$ cat src/hw/tts_defines.svh
// What this block does
// - Immediate trigger fires an initiated channel whatever source is selected.
// - Bus source accepts device trigger, common trigger or group execute trigger.
// - Pin source takes its trigger from the digital pin named in the setting.
// - Channel source takes the trigger-out event of the named channel.
// - Source selection is held per channel; commands name target channels.
// - After reset every channel trigger state machine is idle.
// - An idle channel ignores every trigger event.
// - Initiate moves each addressed channel from idle to initiated.
// - Accepted trigger loads the programmed trigger levels into the outputs.
// - After the triggered action the channel returns idle; re-initiate needed.
// - Pin or channel source waits without time limit for its event.
// - Abort returns addressed channels to idle, ending any wait.
// - Step mode applies triggered value; fixed mode ignores it.
// - Trigger-out enabled channel emits an event when its step occurs.
`ifndef TTS_DEFINES_SVH
`define TTS_DEFINES_SVH

`define TTS_NCH 4
`define TTS_NPIN 7
`define TTS_AW 6
`define TTS_DW 32

// Byte offsets on the register bus
`define TTS_OFS_CMD 6'h00
`define TTS_OFS_STATUS 6'h04
`define TTS_GRP_CFG 2'h1
`define TTS_GRP_LVL 2'h2

// Address fields: register group, then channel within the group
`define TTS_ADR_GRP_MSB 5
`define TTS_ADR_GRP_LSB 4
`define TTS_ADR_SEL_MSB 3
`define TTS_ADR_SEL_LSB 2
`define TTS_CHAN_IDX_MSB 1

// Command register fields
`define TTS_CMD_MASK_LSB 0
`define TTS_CMD_MASK_MSB 3
`define TTS_CMD_OP_LSB 4
`define TTS_CMD_OP_MSB 6
`define TTS_OP_INIT 3'h1
`define TTS_OP_ABORT 3'h2
`define TTS_OP_IMM 3'h3
`define TTS_OP_BUS 3'h4

`define TTS_CFG_MSB 7
`define TTS_CFG_RST 8'h00
`define TTS_LVL_RST 32'h0000_0000
`define TTS_ZERO 32'h0000_0000

`endif

$ cat src/hw/tts_pkg.sv
`include "tts_defines.svh"

package tts_pkg;

  typedef enum logic [1:0] {
    TTS_SRC_BUS,
    TTS_SRC_PIN,
    TTS_SRC_CHAN
  } tts_src_t;

  typedef enum logic [1:0] {
    TTS_ST_IDLE,
    TTS_ST_INIT,
    TTS_ST_ACT
  } tts_state_t;

  typedef struct packed {
    logic trig_out_en;
    logic curr_step;
    logic volt_step;
    logic [2:0] idx;
    tts_src_t src;
  } tts_cfg_t;

  typedef struct packed {
    logic [15:0] curr;
    logic [15:0] volt;
  } tts_level_t;

endpackage : tts_pkg

$ cat src/hw/tts_top.sv
// Implementation choices: register access over Avalon-MM and the register offsets.
`timescale 1ns/1ns
`include "tts_defines.svh"

module tts_top
  import tts_pkg::*;
(
  input wire logic ref_clk_i,
  input wire logic rst_b_i,
  input wire logic [`TTS_AW-1:0] avs_address_i,
  input wire logic avs_read_i,
  input wire logic avs_write_i,
  input wire logic [`TTS_DW-1:0] avs_writedata_i,
  output logic [`TTS_DW-1:0] avs_readdata_o,
  output logic avs_waitrequest_o,
  input wire logic [`TTS_NPIN-1:0] dig_pin_i,
  input wire logic [`TTS_NCH-1:0] fp_imm_trig_i,
  output tts_level_t [`TTS_NCH-1:0] level_o,
  output logic [`TTS_NCH-1:0] initiated_o,
  output logic [`TTS_NCH-1:0] trigger_output_pin_o
);

  ////////////////////////////////////////////////////////////////////////////
  // Reset release

  logic rst_meta_r;
  logic rst_n_r;

  always_ff @(posedge ref_clk_i or negedge rst_b_i) begin
    if (!rst_b_i) begin
      rst_meta_r <= 1'b0;
      rst_n_r <= 1'b0;
    end else begin
      rst_meta_r <= 1'b1;
      rst_n_r <= rst_meta_r;
    end
  end

  ////////////////////////////////////////////////////////////////////////////
  // Pin synchronisers and rising edge detect

  logic [`TTS_NPIN-1:0] pin_meta_r;
  logic [`TTS_NPIN-1:0] pin_sync_r;
  logic [`TTS_NPIN-1:0] pin_prev_r;
  logic [`TTS_NPIN-1:0] pin_rise;
  logic [`TTS_NCH-1:0] fp_meta_r;
  logic [`TTS_NCH-1:0] fp_sync_r;
  logic [`TTS_NCH-1:0] fp_prev_r;
  logic [`TTS_NCH-1:0] fp_rise;

  always_ff @(posedge ref_clk_i or negedge rst_n_r) begin
    if (!rst_n_r) begin
      pin_meta_r <= '0;
      pin_sync_r <= '0;
      pin_prev_r <= '0;
      fp_meta_r <= '0;
      fp_sync_r <= '0;
      fp_prev_r <= '0;
    end else begin
      pin_meta_r <= dig_pin_i;
      pin_sync_r <= pin_meta_r;
      pin_prev_r <= pin_sync_r;
      fp_meta_r <= fp_imm_trig_i;
      fp_sync_r <= fp_meta_r;
      fp_prev_r <= fp_sync_r;
    end
  end

  // A held-high pin fires once; only a fresh edge counts as an event
  assign pin_rise = pin_sync_r & ~pin_prev_r;
  assign fp_rise = fp_sync_r & ~fp_prev_r;

  ////////////////////////////////////////////////////////////////////////////
  // Avalon-MM slave: one wait state, answer on the second edge

  logic wait_r;
  logic [`TTS_DW-1:0] rdata_r;
  logic req;
  logic take;
  logic [1:0] grp;
  logic [1:0] sel;
  tts_cfg_t cfg_r [`TTS_NCH];
  tts_level_t lvl_r [`TTS_NCH];
  tts_state_t state_r [`TTS_NCH];
  logic [`TTS_NCH-1:0] cmd_init_r;
  logic [`TTS_NCH-1:0] cmd_abort_r;
  logic [`TTS_NCH-1:0] cmd_imm_r;
  logic [`TTS_NCH-1:0] cmd_bus_r;
  logic [`TTS_NCH-1:0] busy;
  logic [`TTS_NCH-1:0] cmd_mask;
  logic [2:0] cmd_op;

  assign req = avs_read_i | avs_write_i;
  assign take = req & ~wait_r;
  assign grp = avs_address_i[`TTS_ADR_GRP_MSB:`TTS_ADR_GRP_LSB];
  assign sel = avs_address_i[`TTS_ADR_SEL_MSB:`TTS_ADR_SEL_LSB];
  assign cmd_mask = avs_writedata_i[`TTS_CMD_MASK_MSB:`TTS_CMD_MASK_LSB];
  assign cmd_op = avs_writedata_i[`TTS_CMD_OP_MSB:`TTS_CMD_OP_LSB];

  always_ff @(posedge ref_clk_i or negedge rst_n_r) begin
    if (!rst_n_r) begin
      wait_r <= 1'b1;
    end else begin
      wait_r <= ~(req & wait_r);
    end
  end

  always_ff @(posedge ref_clk_i or negedge rst_n_r) begin
    if (!rst_n_r) begin
      rdata_r <= `TTS_ZERO;
    end else if (avs_read_i && wait_r) begin
      rdata_r <= `TTS_ZERO;
      if (avs_address_i == `TTS_OFS_STATUS) begin
        rdata_r[`TTS_NCH-1:0] <= busy;
      end else if (grp == `TTS_GRP_CFG) begin
        rdata_r[`TTS_CFG_MSB:0] <= cfg_r[sel];
      end else if (grp == `TTS_GRP_LVL) begin
        rdata_r <= lvl_r[sel];
      end
    end
  end

  // Per channel configuration and trigger levels
  always_ff @(posedge ref_clk_i or negedge rst_n_r) begin
    if (!rst_n_r) begin
      for (int i = 0; i < `TTS_NCH; i++) begin
        cfg_r[i] <= tts_cfg_t'(`TTS_CFG_RST);
        lvl_r[i] <= tts_level_t'(`TTS_LVL_RST);
      end
    end else if (take && avs_write_i) begin
      if (grp == `TTS_GRP_CFG) begin
        cfg_r[sel] <= tts_cfg_t'(avs_writedata_i[`TTS_CFG_MSB:0]);
      end else if (grp == `TTS_GRP_LVL) begin
        lvl_r[sel] <= tts_level_t'(avs_writedata_i);
      end
    end
  end

  // Commands become one-cycle pulses on the masked channels
  always_ff @(posedge ref_clk_i or negedge rst_n_r) begin
    if (!rst_n_r) begin
      cmd_init_r <= '0;
      cmd_abort_r <= '0;
      cmd_imm_r <= '0;
      cmd_bus_r <= '0;
    end else begin
      cmd_init_r <= '0;
      cmd_abort_r <= '0;
      cmd_imm_r <= '0;
      cmd_bus_r <= '0;
      if (take && avs_write_i && avs_address_i == `TTS_OFS_CMD) begin
        case (cmd_op)
          `TTS_OP_INIT: cmd_init_r <= cmd_mask;
          `TTS_OP_ABORT: cmd_abort_r <= cmd_mask;
          `TTS_OP_IMM: cmd_imm_r <= cmd_mask;
          `TTS_OP_BUS: cmd_bus_r <= cmd_mask;
          default: cmd_init_r <= '0;
        endcase
      end
    end
  end

  assign avs_readdata_o = rdata_r;
  assign avs_waitrequest_o = wait_r;

  ////////////////////////////////////////////////////////////////////////////
  // Per channel trigger sequencer

  logic [`TTS_NCH-1:0] trigger_output_pin_r;
  logic [`TTS_NCH-1:0] init_r;
  tts_level_t [`TTS_NCH-1:0] out_r;

  generate
    for (genvar ch = 0; ch < `TTS_NCH; ch++) begin : g_ch
      logic src_evt;
      logic trig;

      // Pin and channel sources have no timeout: only abort or an immediate trigger ends the wait
      always_comb begin
        case (cfg_r[ch].src)
          TTS_SRC_BUS: src_evt = cmd_bus_r[ch];
          TTS_SRC_PIN: src_evt = (cfg_r[ch].idx < 3'(`TTS_NPIN)) &&
            pin_rise[cfg_r[ch].idx];
          TTS_SRC_CHAN: src_evt = (cfg_r[ch].idx < 3'(`TTS_NCH)) &&
            trigger_output_pin_r[cfg_r[ch].idx[`TTS_CHAN_IDX_MSB:0]];
          default: src_evt = 1'b0;
        endcase
      end

      assign trig = src_evt | cmd_imm_r[ch] | fp_rise[ch];

      always_ff @(posedge ref_clk_i or negedge rst_n_r) begin
        if (!rst_n_r) begin
          state_r[ch] <= TTS_ST_IDLE;
        end else if (cmd_abort_r[ch]) begin
          state_r[ch] <= TTS_ST_IDLE;
        end else begin
          case (state_r[ch])
            TTS_ST_IDLE: begin
              // Triggers here are dropped
              if (cmd_init_r[ch]) begin
                state_r[ch] <= TTS_ST_INIT;
              end
            end
            TTS_ST_INIT: begin
              // A repeated initiate only keeps the wait, it is not a trigger
              if (trig) begin
                state_r[ch] <= TTS_ST_ACT;
              end else if (cmd_init_r[ch]) begin
                state_r[ch] <= TTS_ST_INIT;
              end
            end
            TTS_ST_ACT: state_r[ch] <= TTS_ST_IDLE;
            default: state_r[ch] <= TTS_ST_IDLE;
          endcase
        end
      end

      // Levels change only on the action cycle, per function step mode
      always_ff @(posedge ref_clk_i or negedge rst_n_r) begin
        if (!rst_n_r) begin
          out_r[ch] <= tts_level_t'(`TTS_LVL_RST);
        end else if (state_r[ch] == TTS_ST_ACT) begin
          if (cfg_r[ch].volt_step) begin
            out_r[ch].volt <= lvl_r[ch].volt;
          end
          if (cfg_r[ch].curr_step) begin
            out_r[ch].curr <= lvl_r[ch].curr;
          end
        end
      end

      always_ff @(posedge ref_clk_i or negedge rst_n_r) begin
        if (!rst_n_r) begin
          trigger_output_pin_r[ch] <= 1'b0;
          init_r[ch] <= 1'b0;
        end else begin
          trigger_output_pin_r[ch] <= (state_r[ch] == TTS_ST_ACT) && cfg_r[ch].trig_out_en &&
            (cfg_r[ch].volt_step || cfg_r[ch].curr_step);
          init_r[ch] <= (state_r[ch] != TTS_ST_IDLE) && !cmd_abort_r[ch];
        end
      end

      assign busy[ch] = state_r[ch] != TTS_ST_IDLE;
    end
  endgenerate

  assign level_o = out_r;
  assign initiated_o = init_r;
  assign trigger_output_pin_o = trigger_output_pin_r;

endmodule : tts_top

$ cat config.mk
export PLATFORM = sky130hd
export DESIGN_NAME = tts_top
export DESIGN_NICKNAME = d
export VERILOG_FILES = /design/src/hw/tts_pkg.sv /design/src/hw/tts_top.sv
export VERILOG_INCLUDE_DIRS = /design/src /design/src/hw
export SDC_FILE = /design/constraint.sdc
export NUM_CORES = 1
export LEC_CHECK = 0
export BUFFER_PORTS_ARGS = -buffer_cell sky130_fd_sc_hd__buf_2
export CAP_MARGIN = 20
export CORE_MARGIN = 5
export CORE_UTILIZATION = 50
export CTS_CLUSTER_DIAMETER = 150
export DETAILED_ROUTE_END_ITERATION = 12
export PLACE_DENSITY = 0.71
export SETUP_SLACK_MARGIN = 0.05
export SLEW_MARGIN = 0
export SYNTH_ARGS = -nofsm -noshare
export SYNTH_HDL_FRONTEND = slang
export SYNTH_SLANG_ARGS = --single-unit
$ cat constraint.sdc
create_clock -name ref_clk_i -period 12.8 [get_ports ref_clk_i]
set_input_delay 0 -clock ref_clk_i [delete_from_list [all_inputs] [get_ports ref_clk_i]]
set_output_delay 0 -clock ref_clk_i [all_outputs]
set_load 0.05 [all_outputs]
==> impl_results.md, run 1 <==
- VDD IR max: 112 uV
- Commonest cells after routing, fill and taps aside: 386 x dfrtp_1, 285 x mux2_2, 220 x buf_2
- Register-to-register setup slack: 10.17 ns
- Die ar.: 34800 um^2
- Actual slew at the worst max-slew pin: 1.13 ns
- Final wirelength: 38400 um
- Number of global-route vias before repair: 10300
- Synth warn: 0
- TritonCTS clock tree: yes
- Post-synthesis instance total: 968
- GR Overflow Total: 0
- Tot Pwr: 3020 uW
- Placed Instances: 1550
- Die X: 186 um
- Status: completed
- Post-route DRC: 0
- Comb pwr share: 0.118
- Clock Tree Root: clkbuf_16
- Initial Util: 0.508
- Hpwl dp: 24500 um
- R2r endpoint: level_o[42]
- Most common cell after layout, fill and taps aside: dfrtp_1
- Reg2reg path depth: 2
- CP Launch Type: primary input
- TritonCTS Sinks: 388
- H-tree Lvls: 2
- Post-synthesis sequential area ratio: 0.623
- Final Cycle Share: 0.238
- CP Data Required Time: 13.25 ns
- Core area: 30700 um^2
- Pleak: 0.00960 uW
- Vias: 9507
- Wire per inst: 22.9 um
- I/O pins: 222
- Ys flop type: dfrtp_1
- Antenna viol nets, final: 0
- Synthesized cell area: 15600 um^2
- Share of cells above drive strength 1: 0.497
- GRT Util Overall: 0.221
- Net Count, Synth: 1021
- Net count, final: 1306
- Critical Path AT: 3.50 ns
- Setup TNS: 0 ns
- Final min period: 3.05 ns
- Floorplan die height: 186 um
- Hold slack final: 0.0237 ns
- PD cells: 160 nW/um^2
- Post-synth EDFFs: 0
- Max-slew headroom: 0.243
- Largest stage delay, worst path: 0.63 ns
- CTS max path bufs: 3
- Largest net degree at the start of global routing: 193
- Vias per inst: 5.66
- Synth top area cells: dfrtp_1 62%, mux2_2 21%, mux4_2 6.5%, a22o_1 1.3%, nor2_1 0.94%
- Critical Path Sink: cmd_abort_r[1]
- Pre-antenna DRT Iters: 5
- Area share of the largest cell type after synthesis: 0.622
- Sw Ratio: 0.250
- Kind of critical path: in2reg
- Reg power frac: 0.487
- Most Frequent Cell on Critical Path: dlygate4sd3_1
- Endpoint class of the critical path: flip-flop
- Antenna violations before repair: 0
- Final setup viols: 0
- Placer Congestion: 0.837
- Fin cells: 1679
- Skew final: 0.0145 ns
- CP Cell Sequence: dlygate4sd3_1 -> buf_2 -> or4_4 -> dlygate4sd3_1 -> nor3b_4 -> nand2_1 -> dlygate4sd3_1 -> nor2_1 -> dlygate4sd3_1
- Clock slew seen by the registers of the worst setup and hold paths: 0.06 ns
- Slowest cell on crit path: dlygate4sd3_1
- Synth-to-layout area growth: 21.6%
- Max Clk Rate: 0.328 GHz
- Number of synthesized register bits: 388
- RSZ-0062 raised after global routing: no
- Max_cap viols: 0
- Antenna diode count: 0
- Worst-path maximum fanout: 5
- Clock power share: 0.395
- Final hold violations: 0
- Number of fill cells: 2350
- Hold Path Class: in2reg
- Worst R2R Start: rst_n_r
- Row count: 64
- Avg Inst Size Synth: 16.1 um^2
- Drt initial violations: 604
- CTS buffer count: 41
- P_sw: 757 uW
- Post-synth cell types: 52
- Pint: 2270 uW
- Worst Setup SP: avs_address_i[5]
- Pins Over Slew Limit: 0
- Synth area leader: dfrtp_1
- First-pass GRT wire length: 60900 um
- Post-synth ARST share: 1.00
- I/O Buffers: 221
- Clk_lat worst skew: 0.53 ns
[power by group through the flow]
stage	Clock (uW)	Sequential (uW)	Combinational [uW]
5_1_grt	1270	1490	386
6_report	1190	1470	357
4_1_cts	1220	1470	360
2_1_floorplan	0	1510	210
3_5_place_dp	0	1490	345
3_3_place_gp	0	1490	336
[synthesized netlist by cell type, types with 5 or more instances]
master	instances
a22oi_1	8
mux2_2	285
inv_1	10
buf_6	6
dfrtp_1	387
mux4_2	45
nand2_1	25
clkbuf_1	9
buf_4	6
o21ai_0	12
nor2_1	39
nor2b_1	11
nand3b_1	5
a22o_1	24
a21oi_1	9
buf_2	21
[flip-flops by register name, summed over array words and instances, names as in the netlist, 7 cells and up]
name            cells
pin_prev_r          7
pin_sync_r          7
state_r             8
lvl_r             128
level_o           128
cfg_r              32
pin_meta_r          7
avs_readdata_o     32
[critical path: cells and delay by family]
kind | cells | cell delay (ns)
and+or+nand+nor | 4 | 1.00
buffers and inverters | 5 | 2.49
[through the flow]
| step | setup slack [ns] | util | area (um^2) |
|---|---|---|---|
| 2_1_floorplan | 1.19 | - | 15600 |
| 3_3_place_gp | 9.94 | 0.554 | 17000 |
| 3_5_place_dp | 10.06 | 0.555 | 17000 |
| 4_1_cts | 9.79 | 0.618 | 18900 |
| 5_1_grt | 9.69 | 0.618 | 18900 |
| 6_report | 9.75 | 0.618 | 18900 |
[timing repair]
action	CTS	global route
hold buffers	56	0
buffers inserted	0	0
gates resized for setup	0	0
hold endpoints to repair	190	0
[area by class of cell]
| type | instances | area [um^2] | share of cell area |
|---|---|---|---|
| Clock buffer | 63 | 1230 | 0.0650 |
| Clock inverter | 10 | 134 | 0.00707 |
| Timing Repair Buffer | 285 | 1760 | 0.0930 |
| Multi-Input combinational cell | 527 | 5570 | 0.294 |
| Tap cell | 396 | 495 | 0.0262 |
| Sequential cell | 388 | 9710 | 0.513 |
| Inverter | 10 | 37.5 | 0.00198 |
[worst min-delay path by stage]
stage | end | start | cells past startpoint
after floorplan | rst_meta_r | rst_b_i | 0
after global placement | rst_meta_r | rst_b_i | 1
after detailed placement | rst_meta_r | rst_b_i | 1
after CTS | cfg_r[2] | avs_address_i[4] | 4
after global routing | cfg_r[2] | avs_address_i[4] | 4
final | cfg_r[2] | avs_address_i[4] | 4
[per-layer routing]
layer	track usage	share of wire	vias to the layer above	wire length, um
li1	-	-	4126	-
met1	0.299	0.42	4999	16300
met2	0.364	0.49	319	18700
met3	0.0549	0.066	63	2550
met4	0.0575	0.024	0	918
met5	0	0	-	0
[kinds of logic after synthesis]
group / after synthesis / share of synthesized area
AO/OA/AOI/OAI: 80 / 0.0378
buffers and inverters: 53 / 0.0198
flip-flops: 388 / 0.623
multiplexers: 337 / 0.278
other: 1 / 0.000241
AND/OR/NAND/NOR: 109 / 0.0408
(Power assumes the default switching activity.)
==> run 2, diff against run 1 <==
PLACE_DENSITY = 0.74   (was 0.71)
clock period = 2.52 ns   (was 12.8 ns; I/O delays follow)
==> impl_results.md, run 2 (synthesized netlist as in run 1, its figures left out) <==
- Resized Gates After CTS: 0 (unchanged)
- I/O pins: 222 (unchanged)
- Vias per inst: 5.68 (+0.33%)
- Pre-antenna DRT Iters: 5 (unchanged)
- Actual slew at the worst max-slew pin: 0.601 ns (-0.532 ns)
- Vias: 9646 (+1.5%)
- PD cells: 818 nW/um^2 (+410%)
- Max Clk Rate: 0.500 GHz
- Antenna violations before repair: 1 (+1)
- Status: completed
- Clock slew seen by the registers of the worst setup and hold paths: 0.06 ns (about the same)
- Kind of critical path: reg2reg
- I/O Buffers: 221 (unchanged)
- Largest net degree at the start of global routing: 89 (-54%)
- Pins Over Slew Limit: 0 (unchanged)
- Placer Congestion: 0.829 (-0.93%)
- Row count: 64 (unchanged)
- RSZ-0062 raised after global routing: no
- CP Launch Type: flip-flop
- Post-route DRC: 0 (unchanged)
- Setup TNS: 0 ns (unchanged)
- TritonCTS Sinks: 388 (unchanged)
- Core area: 30700 um^2 (unchanged)
- Commonest cells after routing, fill and taps aside: 386 x dfrtp_1, 285 x mux2_2, 220 x buf_2
- Initial Util: 0.508 (unchanged)
- CTS max path bufs: 3 (unchanged)
- Critical Path AT: 2.40 ns (-1.10 ns)
- Final core occ: 0.627 (+0.00938)
- Skew final: 0.0168 ns (+0.00227 ns)
- Placed Instances: 1574 (+1.5%)
- Die ar.: 34800 um^2 (unchanged)
- CP Data Required Time: 2.92 ns (-10.33 ns)
- Clock Tree Root: clkbuf_16
- VDD IR max: 471 uV (+320%)
- Number of global-route vias before repair: 10400 (+1.1%)
- Final Cycle Share: 0.794
- Synth-to-layout area growth: 23.5%
- Endpoint class of the critical path: flip-flop
- Hold Path Class: in2reg
- First-pass GRT wire length: 62900 um (+3.3%)
- Antenna diode count: 0 (unchanged)
- Final setup viols: 0 (unchanged)
- Drt initial violations: 639 (+5.8%)
- Floorplan die height: 186 um (unchanged)
- TritonCTS clock tree: yes
- Setup bufs post-CTS: 0 (unchanged)
- Largest stage delay, worst path: 0.60 ns (-0.03 ns)
- Max-slew headroom: 0.589 (+0.346)
- Hold slack final: 0.0388 ns (+0.0151 ns)
- Max_cap viols: 0 (unchanged)
- Final wirelength: 39600 um (+3.1%)
- Share of cells above drive strength 1: 0.513 (+0.0158)
- Slowest cell on crit path: dfstp_2
- Pleak: 0.00978 uW (+1.8%)
- Final min period: 2.00 ns
- Antenna viol nets, final: 0 (unchanged)
- Worst-path maximum fanout: 20 (+15)
- Clk_lat worst skew: 0.53 ns (about the same)
- Most common cell after layout, fill and taps aside: dfrtp_1
- CP Cell Sequence: and4bb_2 -> nand2_2 -> buf_12 -> mux2_2
- Hpwl dp: 26700 um (+8.8%)
- GRT Util Overall: 0.227 (+0.00564)
- CTS buffer count: 41 (unchanged)
- Die X: 186 um (unchanged)
- Fin cells: 1698 (+1.1%)
- Wire per inst: 23.3 um (+1.9%)
- Final hold violations: 0 (unchanged)
- Net count, final: 1324 (+1.4%)
- H-tree Lvls: 2 (unchanged)
- GR Overflow Total: 0 (unchanged)
run 2: cell count changes in the layout (fill, tap and decap cells not counted), moves of 2 or more:
| cell | change |
|---|---|
| buf_4 | +17 |
| buf_12 | +8 |
| dlygate4sd3_1 | -6 |
| clkbuf_1 | -5 |
| clkbuf_8 | +5 |
| bufinv_16 | +2 |
| clkinv_2 | +2 |
| clkinvlp_4 | -2 |
run 2: routing by layer:
layer | GRT usage | up-vias | share of wire
li1 | - | 4180 | -
met1 | 0.314 | 5035 | 0.43
met2 | 0.369 | 367 | 0.48
met3 | 0.0540 | 62 | 0.069
met4 | 0.0535 | 2 | 0.021
met5 | 0 | - | 0.00033
run 2: cell type report:
| type | instances | area (um^2) |
|---|---|---|
| Clock inverter | 12 | 196 |
| Sequential cell | 388 | 9710 |
| Timing Repair Buffer | 303 | 1960 |
| Inverter | 10 | 37.5 |
| Clock buffer | 62 | 1260 |
| Tap cell | 396 | 495 |
| Fill cell | 2269 | 11400 |
| Multi-Input combinational cell | 527 | 5570 |
run 2: through the flow:
step | power (uW) | worst slack (ns) | instance area (um^2)
final | 15700 | 0.519 | 19200
after global routing | 16300 | 0.477 | 19200
after CTS | 15800 | 0.560 | 19200
after detailed placement | 9380 | 0.575 | 17300
after global placement | 9300 | 0.613 | 17300
after floorplan | 8750 | -1.30 | 15600
run 2: repair_timing:
action,in CTS,in global routing
endpoints found under the hold margin,190,0
endpoints found under the setup margin,0,0
hold buffers,50,0
run 2: final timing paths:
kind	to	slack, ns	depth (start not counted)	start
max	lvl_r[75]	0.52	4	avs_waitrequest_o
min reg2reg	cfg_r[19]	0.28	0	rst_n_r
max in group asynchronous	level_o[110]	1.32	2	rst_n_r
max reg2reg	lvl_r[75]	0.52	4	avs_waitrequest_o
min in group asynchronous	cfg_r[19]	0.28	0	rst_n_r
min	cfg_r[2]	0.04	4	avs_address_i[4]
run 2: worst max-delay path: cells and delay by family, from the launching register on:
family        cells  cell delay (ns)
buf+inv           1             0.26
flops             1             0.60
mux               1             0.35
simple gates      2             0.64
run 2: where the power goes:
part | total (uW) | internal, uW | switching (uW) | leakage, uW
Combinational | 1860 | 964 | 892 | 0.00390
Clock | 6390 | 3950 | 2440 | 0.000720
Sequential | 7480 | 6890 | 588 | 0.00515
